$ cat src/hdl/mfp_regs.svh
`ifndef MFP_REGS_SVH
`define MFP_REGS_SVH
// Clock rate in kHz
`define MFP_CLK_KHZ 10000
// Register map, byte addresses
`define MFP_CTRL_ADDR 8'h00
`define MFP_STAT_ADDR 8'h04
// Control fields and reset value
`define MFP_CTRL_DIR_BIT 0
`define MFP_CTRL_LOCK_EN_BIT 1
`define MFP_CTRL_RESET 32'h0000_0002
// Status field positions
`define MFP_ST_LIMIT_BIT 0
`define MFP_ST_TRIP_BIT 1
`define MFP_ST_THERM_BIT 2
`define MFP_ST_LOCK_BIT 3
`define MFP_ST_REV_BIT 4
`define MFP_ST_HALL_BIT 5
`define MFP_ST_TRAP_BIT 6
`define MFP_ST_FAULT_BIT 7
// Times in their own units, counts derived
`define MFP_LIMIT_BLANK_NS 2300
`define MFP_TRIP_BLANK_NS 800
`define MFP_TRIP_HOLD_MS 15
`define MFP_LOCK_DETECT_S 5
`define MFP_LOCK_HOLD_S 64
`define MFP_LIMIT_BLANK_CYC ((`MFP_LIMIT_BLANK_NS * `MFP_CLK_KHZ + 999999) / 1000000)
`define MFP_TRIP_BLANK_CYC ((`MFP_TRIP_BLANK_NS * `MFP_CLK_KHZ + 999999) / 1000000)
`define MFP_TRIP_HOLD_CYC (`MFP_TRIP_HOLD_MS * `MFP_CLK_KHZ)
`define MFP_LOCK_DETECT_CYC (`MFP_LOCK_DETECT_S * `MFP_CLK_KHZ * 1000)
`define MFP_LOCK_HOLD_CYC (`MFP_LOCK_HOLD_S * `MFP_CLK_KHZ * 1000)
`endif

$ cat src/hdl/mfp_pkg.sv
package mfp_pkg;
  typedef enum logic [1:0] {
    MFP_RUN,
    MFP_TRIP_HOLD,
    MFP_LOCK_HOLD
  } mfp_state_type;
  typedef logic [5:0] mfp_gates_type;
endpackage

$ cat src/hdl/mfp_sync.sv
`timescale 1ns/100ps
module mfp_sync #(
  parameter int WIDTH = 1
) (
  input wire logic clk_i,
  input wire logic rst_i,
  input wire logic [WIDTH-1:0] async_i,
  output logic [WIDTH-1:0] sync_o
);
  logic [WIDTH-1:0] stage1;
  // Only the second stage is seen by logic
  genvar g;
  generate
    for (g = 0; g < WIDTH; g++) begin : g_bit
      always_ff @(posedge clk_i) begin
        if (rst_i) begin
          stage1[g] <= 1'b0;
          sync_o[g] <= 1'b0;
        end else begin
          stage1[g] <= async_i[g];
          sync_o[g] <= stage1[g];
        end
      end
    end
  endgenerate
endmodule

$ cat src/hdl/mfp_timer.sv
`timescale 1ns/100ps
module mfp_timer #(
  parameter int WIDTH = 32
) (
  input wire logic clk_i,
  input wire logic rst_i,
  input wire logic run_i,
  input wire logic [WIDTH-1:0] limit_i,
  output logic done_o
);
  logic [WIDTH-1:0] count;
  // Saturating count; clears when run drops
  always_ff @(posedge clk_i) begin
    if (rst_i || !run_i) begin
      count <= '0;
    end else if (count != limit_i) begin
      count <= count + 1'b1;
    end
  end
  assign done_o = run_i && (count == limit_i);
endmodule

$ cat src/hdl/mfp_top.sv
// Function
// - Sense at or above limit threshold for limit blanking time turns all switches off
// - Current limit shutoff clears at start of every PWM period unless limit blanking is done in that cycle
// - Sense at or above trip threshold for trip blanking time enters trip state
// - Trip holds switches off, fault high for trip hold time, then resumes
// - Open shunt reads high and trips like any overcurrent
// - Temperature flag over trip point shuts all switches off
// - Thermal release after hysteresis drop; fault high during shutdown
// - Hall code unchanged for lock detect time activates lock protection
// - Lock protection holds switches off, fault high for lock hold time
// - Fault high while rotation opposes selected direction, low otherwise
// - Reverse rotation switches to trapezoidal before 60 degrees more rotation
// - Sinusoidal when rotation matches direction select, trapezoidal otherwise
// - All Hall signals high or all low flags abnormality, switches off
// - Other Hall codes drive switches per commutation truth tables
// - Fault stays high while Hall abnormality persists
// - Fault low in normal operation with no protection active
// - Forward trapezoidal table maps six Hall codes to switch pairs
`timescale 1ns/100ps
`include "mfp_regs.svh"
module mfp_top
  import mfp_pkg::*;
#(
  parameter int LIMIT_BLANK_CYC = `MFP_LIMIT_BLANK_CYC,
  parameter int TRIP_BLANK_CYC = `MFP_TRIP_BLANK_CYC,
  parameter int TRIP_HOLD_CYC = `MFP_TRIP_HOLD_CYC,
  parameter int LOCK_DETECT_CYC = `MFP_LOCK_DETECT_CYC,
  parameter int LOCK_HOLD_CYC = `MFP_LOCK_HOLD_CYC
) (
  input wire logic clk_i,
  input wire logic rst_i,
  // Wishbone classic slave
  input wire logic wb_cyc_i,
  input wire logic wb_stb_i,
  input wire logic wb_we_i,
  input wire logic [7:0] wb_adr_i,
  input wire logic [3:0] wb_sel_i,
  input wire logic [31:0] wb_dat_i,
  output logic [31:0] wb_dat_o,
  output logic wb_ack_o,
  // Analog comparator flags and Hall inputs
  input wire logic limit_threshold_i,
  input wire logic trip_threshold_i,
  input wire logic thermal_trip_temp_i,
  input wire logic thermal_hysteresis_i,
  input wire logic hall_pos_u_i,
  input wire logic hall_pos_v_i,
  input wire logic hall_pos_w_i,
  input wire logic direction_select_i,
  // Start of PWM period, same clock domain
  input wire logic pwm_period_start_i,
  // Sinusoidal engine gate demands: uh,ul,vh,vl,wh,wl
  input wire logic [5:0] sine_gates_i,
  output logic [5:0] gates_o,
  output logic trapezoidal_o,
  output logic fault_out_o
);
  // ==========================================
  // Input synchronisers
  // ==========================================
  logic [7:0] raw_in;
  logic [7:0] sync_in;
  assign raw_in = {direction_select_i, hall_pos_w_i, hall_pos_v_i, hall_pos_u_i,
                   thermal_hysteresis_i, thermal_trip_temp_i, trip_threshold_i, limit_threshold_i};
  mfp_sync #(.WIDTH(8)) u_sync (
    .clk_i(clk_i),
    .rst_i(rst_i),
    .async_i(raw_in),
    .sync_o(sync_in)
  );
  wire logic lim_s = sync_in[0];
  wire logic trip_s = sync_in[1];
  wire logic hot_s = sync_in[2];
  wire logic cool_s = sync_in[3];
  wire logic [2:0] hall = {sync_in[4], sync_in[5], sync_in[6]};
  wire logic dir_pin_s = sync_in[7];

  // ==========================================
  // Registers
  // ==========================================
  logic [31:0] ctrl;
  logic [2:0] hall_prev;
  logic rev_rot;
  logic limit_off;
  logic therm_off;
  mfp_state_type state;
  mfp_state_type next_state;
  wire logic dir_sel = dir_pin_s ^ ctrl[`MFP_CTRL_DIR_BIT];
  wire logic lock_en = ctrl[`MFP_CTRL_LOCK_EN_BIT];

  // ==========================================
  // Hall decode and rotation sense
  // ==========================================
  wire logic hall_bad = (hall == 3'b111) || (hall == 3'b000);
  wire logic hall_step = (hall != hall_prev) && !hall_bad;
  // Forward order 101,100,110,010,011,001
  function automatic logic [2:0] fwd_next(input logic [2:0] h);
    case (h)
      3'b101: fwd_next = 3'b100;
      3'b100: fwd_next = 3'b110;
      3'b110: fwd_next = 3'b010;
      3'b010: fwd_next = 3'b011;
      3'b011: fwd_next = 3'b001;
      3'b001: fwd_next = 3'b101;
      default: fwd_next = 3'b000;
    endcase
  endfunction
  wire logic step_fwd = hall_step && (fwd_next(hall_prev) == hall);
  wire logic step_rev = hall_step && (fwd_next(hall) == hall_prev);

  always_ff @(posedge clk_i) begin
    if (rst_i) begin
      hall_prev <= 3'b000;
      rev_rot <= 1'b0;
    end else begin
      if (!hall_bad) begin
        hall_prev <= hall;
      end
      // Decided on the very edge, well inside 60 degrees
      if (step_fwd) begin
        rev_rot <= dir_sel;
      end else if (step_rev) begin
        rev_rot <= !dir_sel;
      end
    end
  end
  wire logic trap_mode = rev_rot;

  // ==========================================
  // Trapezoidal tables, reverse mirrors forward
  // ==========================================
  function automatic mfp_gates_type trap_fwd(input logic [2:0] h);
    case (h)
      3'b101: trap_fwd = 6'b01_10_00;
      3'b100: trap_fwd = 6'b01_00_10;
      3'b110: trap_fwd = 6'b00_01_10;
      3'b010: trap_fwd = 6'b10_01_00;
      3'b011: trap_fwd = 6'b10_00_01;
      3'b001: trap_fwd = 6'b00_10_01;
      default: trap_fwd = 6'b00_00_00;
    endcase
  endfunction
  // Hall vector is already in table order {u,v,w}
  wire logic [2:0] huvw = hall;
  wire logic [5:0] trap_gates = dir_sel ? trap_fwd(~huvw) : trap_fwd(huvw);
  wire logic [5:0] drive_gates = trap_mode ? trap_gates : sine_gates_i;

  // ==========================================
  // Current limit and trip
  // ==========================================
  logic lim_done;
  logic trip_done;
  logic lock_done;
  logic hold_done;
  mfp_timer #(.WIDTH(32)) u_lim_blank (
    .clk_i(clk_i),
    .rst_i(rst_i),
    .run_i(lim_s),
    .limit_i(32'(LIMIT_BLANK_CYC - 1)),
    .done_o(lim_done)
  );
  // Open shunt holds the input high, so it lands here too
  mfp_timer #(.WIDTH(32)) u_trip_blank (
    .clk_i(clk_i),
    .rst_i(rst_i),
    .run_i(trip_s),
    .limit_i(32'(TRIP_BLANK_CYC - 1)),
    .done_o(trip_done)
  );
  always_ff @(posedge clk_i) begin
    if (rst_i) begin
      limit_off <= 1'b0;
    end else if (lim_done) begin
      limit_off <= 1'b1;
    end else if (pwm_period_start_i) begin
      limit_off <= 1'b0;
    end
  end

  // ==========================================
  // Thermal shutdown with hysteresis
  // ==========================================
  always_ff @(posedge clk_i) begin
    if (rst_i) begin
      therm_off <= 1'b0;
    end else if (hot_s) begin
      therm_off <= 1'b1;
    end else if (cool_s) begin
      therm_off <= 1'b0;
    end
  end

  // ==========================================
  // Lock detect and hold sequencer
  // ==========================================
  wire logic lock_watch = lock_en && (state == MFP_RUN) && !hall_step && !hall_bad;
  mfp_timer #(.WIDTH(32)) u_lock_det (
    .clk_i(clk_i),
    .rst_i(rst_i),
    .run_i(lock_watch),
    .limit_i(32'(LOCK_DETECT_CYC - 1)),
    .done_o(lock_done)
  );
  wire logic holding = (state != MFP_RUN);
  wire logic [31:0] hold_len = (state == MFP_LOCK_HOLD) ? 32'(LOCK_HOLD_CYC - 1) : 32'(TRIP_HOLD_CYC - 1);
  mfp_timer #(.WIDTH(32)) u_hold (
    .clk_i(clk_i),
    .rst_i(rst_i),
    .run_i(holding),
    .limit_i(hold_len),
    .done_o(hold_done)
  );
  always_comb begin
    next_state = state;
    case (state)
      MFP_RUN: begin
        if (trip_done) begin
          next_state = MFP_TRIP_HOLD;
        end else if (lock_done) begin
          next_state = MFP_LOCK_HOLD;
        end
      end
      MFP_TRIP_HOLD: begin
        if (hold_done) begin
          next_state = MFP_RUN;
        end
      end
      MFP_LOCK_HOLD: begin
        if (hold_done) begin
          next_state = MFP_RUN;
        end
      end
      default: next_state = MFP_RUN;
    endcase
  end
  always_ff @(posedge clk_i) begin
    if (rst_i) begin
      state <= MFP_RUN;
    end else begin
      state <= next_state;
    end
  end

  // ==========================================
  // Outputs
  // ==========================================
  wire logic shutoff = limit_off || therm_off || holding || hall_bad;
  wire logic fault = (state != MFP_RUN) || therm_off || hall_bad || rev_rot;
  always_ff @(posedge clk_i) begin
    if (rst_i) begin
      gates_o <= 6'h00;
      fault_out_o <= 1'b0;
      trapezoidal_o <= 1'b0;
    end else begin
      // Registered so a glitchy decode never reaches a gate
      gates_o <= shutoff ? 6'h00 : drive_gates;
      fault_out_o <= fault;
      trapezoidal_o <= trap_mode;
    end
  end

  // ==========================================
  // Wishbone slave
  // ==========================================
  wire logic wb_req = wb_cyc_i && wb_stb_i && !wb_ack_o;
  wire logic sel_ctrl = (wb_adr_i == `MFP_CTRL_ADDR);
  wire logic sel_stat = (wb_adr_i == `MFP_STAT_ADDR);
  wire logic [31:0] wmask = {{8{wb_sel_i[3]}}, {8{wb_sel_i[2]}}, {8{wb_sel_i[1]}}, {8{wb_sel_i[0]}}};
  wire logic [31:0] stat_word = {24'h000000, fault_out_o, trap_mode, hall_bad, rev_rot,
                                 state == MFP_LOCK_HOLD, therm_off, state == MFP_TRIP_HOLD, limit_off};
  wire logic [31:0] rd_word = sel_ctrl ? ctrl : (sel_stat ? stat_word : 32'h00000000);
  always_ff @(posedge clk_i) begin
    if (rst_i) begin
      ctrl <= `MFP_CTRL_RESET;
      wb_ack_o <= 1'b0;
      wb_dat_o <= 32'h00000000;
    end else begin
      wb_ack_o <= wb_req;
      if (wb_req) begin
        wb_dat_o <= rd_word;
      end
      if (wb_req && wb_we_i && sel_ctrl) begin
        ctrl <= ((ctrl & ~wmask) | (wb_dat_i & wmask)) & 32'h00000003;
      end
    end
  end

  // ==========================================
  // Checks
  // ==========================================
  hall_off_a: assert property (@(posedge clk_i) disable iff (rst_i)
    hall_bad |=> (gates_o == 6'h00) && fault_out_o)
    else $error("Gates on during bad hall code");
  trip_enter_a: assert property (@(posedge clk_i) disable iff (rst_i)
    (state == MFP_RUN) && trip_done |=> (state == MFP_TRIP_HOLD))
    else $error("Trip not entered");
  trip_hold_a: assert property (@(posedge clk_i) disable iff (rst_i)
    $rose(state == MFP_TRIP_HOLD) |=> fault_out_o && (gates_o == 6'h00))
    else $error("Trip hold not driving fault");
  limit_off_a: assert property (@(posedge clk_i) disable iff (rst_i)
    lim_done |=> limit_off ##1 (gates_o == 6'h00))
    else $error("Limit did not cut gates");
  limit_clear_a: assert property (@(posedge clk_i) disable iff (rst_i)
    pwm_period_start_i && !lim_done |=> !limit_off)
    else $error("Limit not released at period start");
  therm_off_a: assert property (@(posedge clk_i) disable iff (rst_i)
    hot_s |=> therm_off ##1 (fault_out_o && gates_o == 6'h00))
    else $error("Thermal shutdown missed");
  lock_enter_a: assert property (@(posedge clk_i) disable iff (rst_i)
    (state == MFP_RUN) && lock_done && !trip_done |=> (state == MFP_LOCK_HOLD))
    else $error("Lock hold not entered");
  idle_low_a: assert property (@(posedge clk_i) disable iff (rst_i)
    !holding && !therm_off && !hall_bad && !rev_rot |=> !fault_out_o)
    else $error("Fault high with nothing active");
endmodule
$ cat config.mk
export PLATFORM = sky130hd
export DESIGN_NAME = mfp_top
export DESIGN_NICKNAME = d
export VERILOG_FILES = /design/src/hdl/mfp_pkg.sv /design/src/hdl/mfp_sync.sv /design/src/hdl/mfp_timer.sv /design/src/hdl/mfp_top.sv
export VERILOG_INCLUDE_DIRS = /design/src /design/src/hdl
export SDC_FILE = /design/constraint.sdc
export NUM_CORES = 1
export LEC_CHECK = 0
export BUFFER_PORTS_ARGS = -buffer_cell sky130_fd_sc_hd__buf_2
export CAP_MARGIN = 30
export CORE_MARGIN = 1.5
export CORE_UTILIZATION = 49
export CTS_CLUSTER_SIZE = 24
export DETAILED_ROUTE_END_ITERATION = 6
export PLACE_DENSITY = 0.77
export SETUP_SLACK_MARGIN = 0.3
export SLEW_MARGIN = 0
export SYNTH_ARGS = -nofsm -noshare
export SYNTH_HDL_FRONTEND = slang
export SYNTH_SLANG_ARGS = --single-unit
$ cat constraint.sdc
create_clock -name clk_i -period 2.8 [get_ports clk_i]
set_clock_uncertainty 0.2 [all_clocks]
set_input_delay 0 -clock clk_i [delete_from_list [all_inputs] [get_ports clk_i]]
set_output_delay 0 -clock clk_i [all_outputs]
set_load 0.01 [all_outputs]
**After elaboration in Yosys (flattened, before gate mapping)**

Index checks and enable logic that the tools add are counted.

- Add/sub/neg operators: 4
- Equality and inequality tests: 35
- Mux-type cells: 19
- Bitwise gates (word level): 6
- Reduce and logical (&&, ||, !) cells: 43

Operators by type and width:

| operator | number |
|---|---|
| adder 32 x 1 -> 32 bit (second input constant) | 4 |
| one-hot mux 6 bit (6 select lines) | 2 |
| one-hot mux 3 bit (6 select lines) | 2 |
| == test 32 x 26 -> 1 bit (second input constant) | 1 |
| == test 32 x 3 -> 1 bit (second input constant) | 1 |
| == test 32 x 30 -> 1 bit | 1 |
| == test 32 x 5 -> 1 bit (second input constant) | 1 |
| inequality test 32 x 26 -> 1 bit (second input constant) | 1 |
| inequality test 32 x 3 -> 1 bit (second input constant) | 1 |
| inequality test 32 x 30 -> 1 bit | 1 |
| inequality test 32 x 5 -> 1 bit (second input constant) | 1 |
| == test 3 bit (second input constant) | 10 |
| 2-to-1 mux 30 bit | 1 |
| == test 3 x 2 -> 1 bit (second input constant) | 6 |
| 2-to-1 mux 8 bit | 2 |
| logical AND 1 bit | 14 |
| 2-to-1 mux 6 bit | 2 |
| logical OR 1 bit | 11 |
| == test 3 x 1 -> 1 bit (second input constant) | 3 |
| == test 8 x 3 -> 1 bit (second input constant) | 1 |
| logical NOT 1 bit | 8 |
| logical NOT 8 bit | 1 |
| nonzero test 2 bit | 4 |
| == test 3 bit | 2 |
| other kinds (17) | 26 |

- Register bits: 195
- Input bits: 64
- Logic and storage cells: 138

**Logic depth before layout (Yosys ltp)**

- Depth after elaboration: 11
- Mapped depth: 9
- Mapped depth without buffers: 8

**Cells and area by module**

A second synthesis with hierarchy kept.

- Cell total of the unflattened synthesis: 1177
- Area total of the unflattened synthesis: 10323.7 um^2

Modules (own cells, without submodules):

| module | instances | cells an instance | area each (um^2) |
|---|---|---|---|
| mfp_timer | 4 | 241 | 2067.0 |
| mfp_top | 1 | 180 | 1591.5 |
| mfp_sync | 1 | 33 | 464.2 |

**Least setup slack after synthesis**

No wires, ideal clock.

- Path type: register -> register
- From: reg state[0]
- To: reg u_hold.count[4]
- Library setup time: 128 ps
- Data arrival time: 2074 ps
- Slack: 399 ps
- Cell stages (with the launch flop): 10
- Path buffers: 1
- Path through: dfxtp_1 > inv_1 > ha_1 > or4b_1 > o22a_1 > a21oi_1 > buf_2 > a21boi_0 > xnor2_1 > nor2_1

- Cells in the longest elaborated chain, start to end: 3
- Elaborated cells between the ends (all ways): 6

Ends and longest elaborated chain:

| element | line | RTL |
|---|---|---|
| start, declared | mfp_top.sv:86 | `mfp_state_type state;` |
| start signal, assigned | mfp_top.sv:240 | `state <= next_state;` |
| == test 2 bit or nonzero test 2 bit (tied branches) | mfp_top.sv:205, mfp_top.sv:204 |  |
| 2-to-1 mux 30 bit or logical NOT 1 bit (tied branches) | mfp_top.sv:205, mfp_timer.sv:14 |  |
| inequality test 32 x 30 -> 1 bit or logical OR 1 bit (tied branches) | mfp_timer.sv:16, mfp_timer.sv:14 |  |
| end signal, assigned | mfp_timer.sv:17 | `count <= count + 1'b1;` |
| end, declared | mfp_timer.sv:11 | `logic [WIDTH-1:0] count;` |

Several ways; a longest one is shown, not always the timed one.
A chain may end at the register's enable or synchronous reset.

**Worst setup path after layout**

- From: reg state[0]
- To: reg u_hold.count[3]

The elaborated chain is that of the path after synthesis.

==> flow_summary.json <==
{
  "status": "complete, no violations",
  "setup_tns_ns": 0,
  "htreeDepth": 4,
  "r2r_setup_slack_ns": 0.34,
  "total_power_w": 0.004798,
  "power.switching_w": 0.001010,
  "yosysTopAreaCellShare_pct": 42.39,
  "power.leakage_nw": 3.272,
  "yosys-top-cells-area": "dfxtp_1 (42%), nor2_1 (7.7%), xnor2_1 (5.8%)",
  "root_buffer": "clkbuf_16",
  "grt_max_degree": 33,
  "cts_max_path_buffers": 2,
  "antenna_left": 0,
  "ys_warn_count": 0,
  "cts_sinks": 170,
  "hp-class": "primary input to flip-flop",
  "cpPeakStageDelay_ns": 0.48,
  "syn_to_final_growth_pct": 15.60,
  "finish.utilization_pct": 58.22,
  "final_max_slew_viol_count": 0,
  "clkLatencyLatePin_ns": 0.42,
  "drt-initial-drc-count": 539,
  "cap_violations": 0,
  "cp_max_fo": 7,
  "synth-compound-area-share_pct": 7.605,
  "synth-edff-count": 0,
  "port-buffer-count": 47,
  "wl_met3_um": 550,
  "synth_most_common_cell": "dfxtp_1",
  "drt_drc_violations_left": 0,
  "startpoint_type": "flip-flop",
  "die-area_mm2": 0.01716,
  "drive_gt1_share_pct": 11.15,
  "m1WireLength_um": 8052,
  "core_area_mm2": 0.01594,
  "fillers": 1436,
  "synth_xor_area_share_pct": 10.58,
  "netlist_instances": 957,
  "path_clk_slew_ns": 0.06,
  "die_x_um": 131.0,
  "numCtsBuffers": 17,
  "drt-total-wl_um": 16810,
  "ys.flop_type": "dfxtp_1",
  "layout_min_cycle_time_ns": 2.456,
  "yosysTopAreaCell": "dfxtp_1",
  "slew_headroom_pct": 46.87,
  "async_reset_ff_share_pct": 0,
  "internal_power_w": 0.003788,
  "rows": 46,
  "path_buf_inv": 2,
  "worstPathArrival_ns": 2.55,
  "syn_avg_cell_area_um2": 8.390,
  "crit_family": "compound AO/OA/AOI/OAI gates",
  "synth_cell_type_count": 59,
  "ys_ff_latch": 170,
  "setup_viol": 0,
  "viasPerCell": 5.364,
  "hold_violations": 0,
  "synth_top_family_by_area": "simple AND/OR/NAND/NOR gates",
  "layout.nets": 1102,
  "power_density_mw_per_mm2": 516.9,
  "synth_seq_area_share_pct": 42.39,
  "ir_drop_uv": 400.2,
  "muxShareOfSynthArea_pct": 1.527,
  "avgRoutedWirePerCell_um": 13.39,
  "die_h_um": 131.0,
  "start_util_pct": 50.36,
  "seqPwrFrac_pct": 51.2,
  "gp_congestion": 0.8602,
  "crit_required_ns": 2.89,
  "crit_chain": "inv_1, ha_2, or4b_1, o22a_1, a21oi_2, buf_2, a21boi_0, xnor2_1, nor2_1",
  "period_share_pct": 87.73,
  "highest_layer": "met4",
  "synth-adder-area-share_pct": 1.247,
  "cts_tree": "done",
  "wl_met2_um": 7885,
  "grt_pass1_vias": 6074,
  "rsz0062_at_grt": "yes",
  "antenna_found_initial": 0,
  "synth.cells.most_frequent": "dfxtp_1 (170), nor2_1 (165), nand2_1 (64), nand3_1 (56), xnor2_1 (53)",
  "worstMarginPinSlew_ns": 0.7942,
  "endpoint_kind": "flip-flop",
  "post_cts_buffers": 0,
  "num_vias": 6737,
  "grt_usage_pct": 20.28,
  "dpl.hpwl_um": 11100,
  "drtPass1Iterations": 5,
  "synthesis.area_mm2": 0.008029,
  "pin_count": 105,
  "crit_path_top_delay_cell": "or4b_1",
  "grt_pass1_wl_um": 28030,
  "p_clk_share_pct": 45.4,
  "synth-simple-area-share_pct": 31.70,
  "power.share.switching_pct": 21.04,
  "n_antenna_cell": 0,
  "grt_remaining_overflow": 0,
  "fmax_mhz": 407.1,
  "comb_power_share_pct": 3.4,
  "critPathKind": "flip-flop to flip-flop"
}
-- flip-flops by register name (all words and copies together) (netlist names), 2 cells and up, named ones only --
register	cells
state	2
u_lock_det.count	32
u_sync.stage1	8
u_sync.sync_o	8
u_lim_blank.count	32
u_trip_blank.count	32
wb_dat_o	7
u_hold.count	32
hall_prev	3
gates_o	6
-- per-layer routing --
layer / up-vias / track usage (%)
met5: - / 0
met4: 0 / 8.274
met3: 24 / 3.502
met2: 137 / 33.54
met1: 3132 / 26.27
li1: 3444 / -
-- cell families after synthesis --
family | Yosys count
mux | 12
compound gates | 100
other cells | 1
flops | 170
fa+ha+maj | 8
simple gates | 492
xor+xnor | 97
buf+inv | 77
-- power by group through the flow --
stage / clock (W) / sequential [W] / combinational (W)
floorplan: 0 / 0.00251 / 0.000114
global placement: 0 / 0.00251 / 0.000134
detailed placement: 0 / 0.00251 / 0.000136
finish: 0.00218 / 0.00246 / 0.000165
global route: 0.00232 / 0.00246 / 0.000185
CTS: 0.00221 / 0.00246 / 0.000164
-- path summary, 6_finish.rpt --
path | start | endpoint | cells after the start
max | state[0] | u_hold.count[3] | 9
min | limit_threshold_i | u_sync.stage1[0] | 3
max reg2reg | state[0] | u_hold.count[3] | 9
min reg2reg | u_sync.stage1[1] | u_sync.sync_o[1] | 1
-- worst reg2reg max path, stage by stage, from the launching register on --
cell	delay [ns]
dfxtp_1	0.37
inv_1	0.09
ha_2	0.23
or4b_1	0.48
o22a_1	0.23
a21oi_2	0.19
buf_2	0.22
a21boi_0	0.12
xnor2_1	0.15
nor2_1	0.05
-- what timing repair did --
action	in CTS	in global routing
resized for setup	2	5
hold buffers	30	0
endpoints found under the setup margin	9	21
hold endpoints to repair	32	0
pin swaps	0	0
cloned	0	1
-- area by class of cell --
| class | instances | area [um^2] | area share (%) |
|---|---|---|---|
| Multi-Input combinational cell | 733 | 4335 | 46.71 |
| Sequential cell | 170 | 3403 | 36.67 |
| Timing Repair Buffer | 94 | 676.9 | 7.293 |
| Clock buffer | 21 | 470.5 | 5.069 |
| Tap cell | 216 | 270.3 | 2.912 |
| Clock inverter | 8 | 72.57 | 0.7819 |
| Inverter | 14 | 52.55 | 0.5662 |
-- stage by stage --
step | hold slack, ns | area (um^2) | cells | setup slack (ns)
after floorplan | -0.07182 | 8115 | 980 | 0.3985
after global placement | 0.01813 | 8412 | 1196 | 0.2862
after detailed placement | 0.01534 | 8412 | 1196 | 0.2499
after CTS | 0.1264 | 9261 | 1255 | 0.2585
after global routing | 0.1596 | 9281 | 1256 | 0.2590
final | 0.1291 | 9281 | 1256 | 0.3436
-- layout by cell type (no fill, tap or decap), drive strengths merged, types with 4 or more instances in the layout --
cell,count
buf,64
inv,14
nand4,36
nor3b,5
clkinv,4
nand3,57
dlygate4sd3,30
clkbuf,21
xor2,44
and3,26
and4,11
a211oi,4
or3,24
nor3,21
conb,24
and2,5
o21ai,24
mux2i,10
nor2,165
nand2,64
a22oi,8
nor2b,23
dfxtp,170
a21oi,38
xnor2,53
nor4,27
nand2b,5
ha,8
a31o,4
No activity file was read; power rests on OpenSTA's default activity.
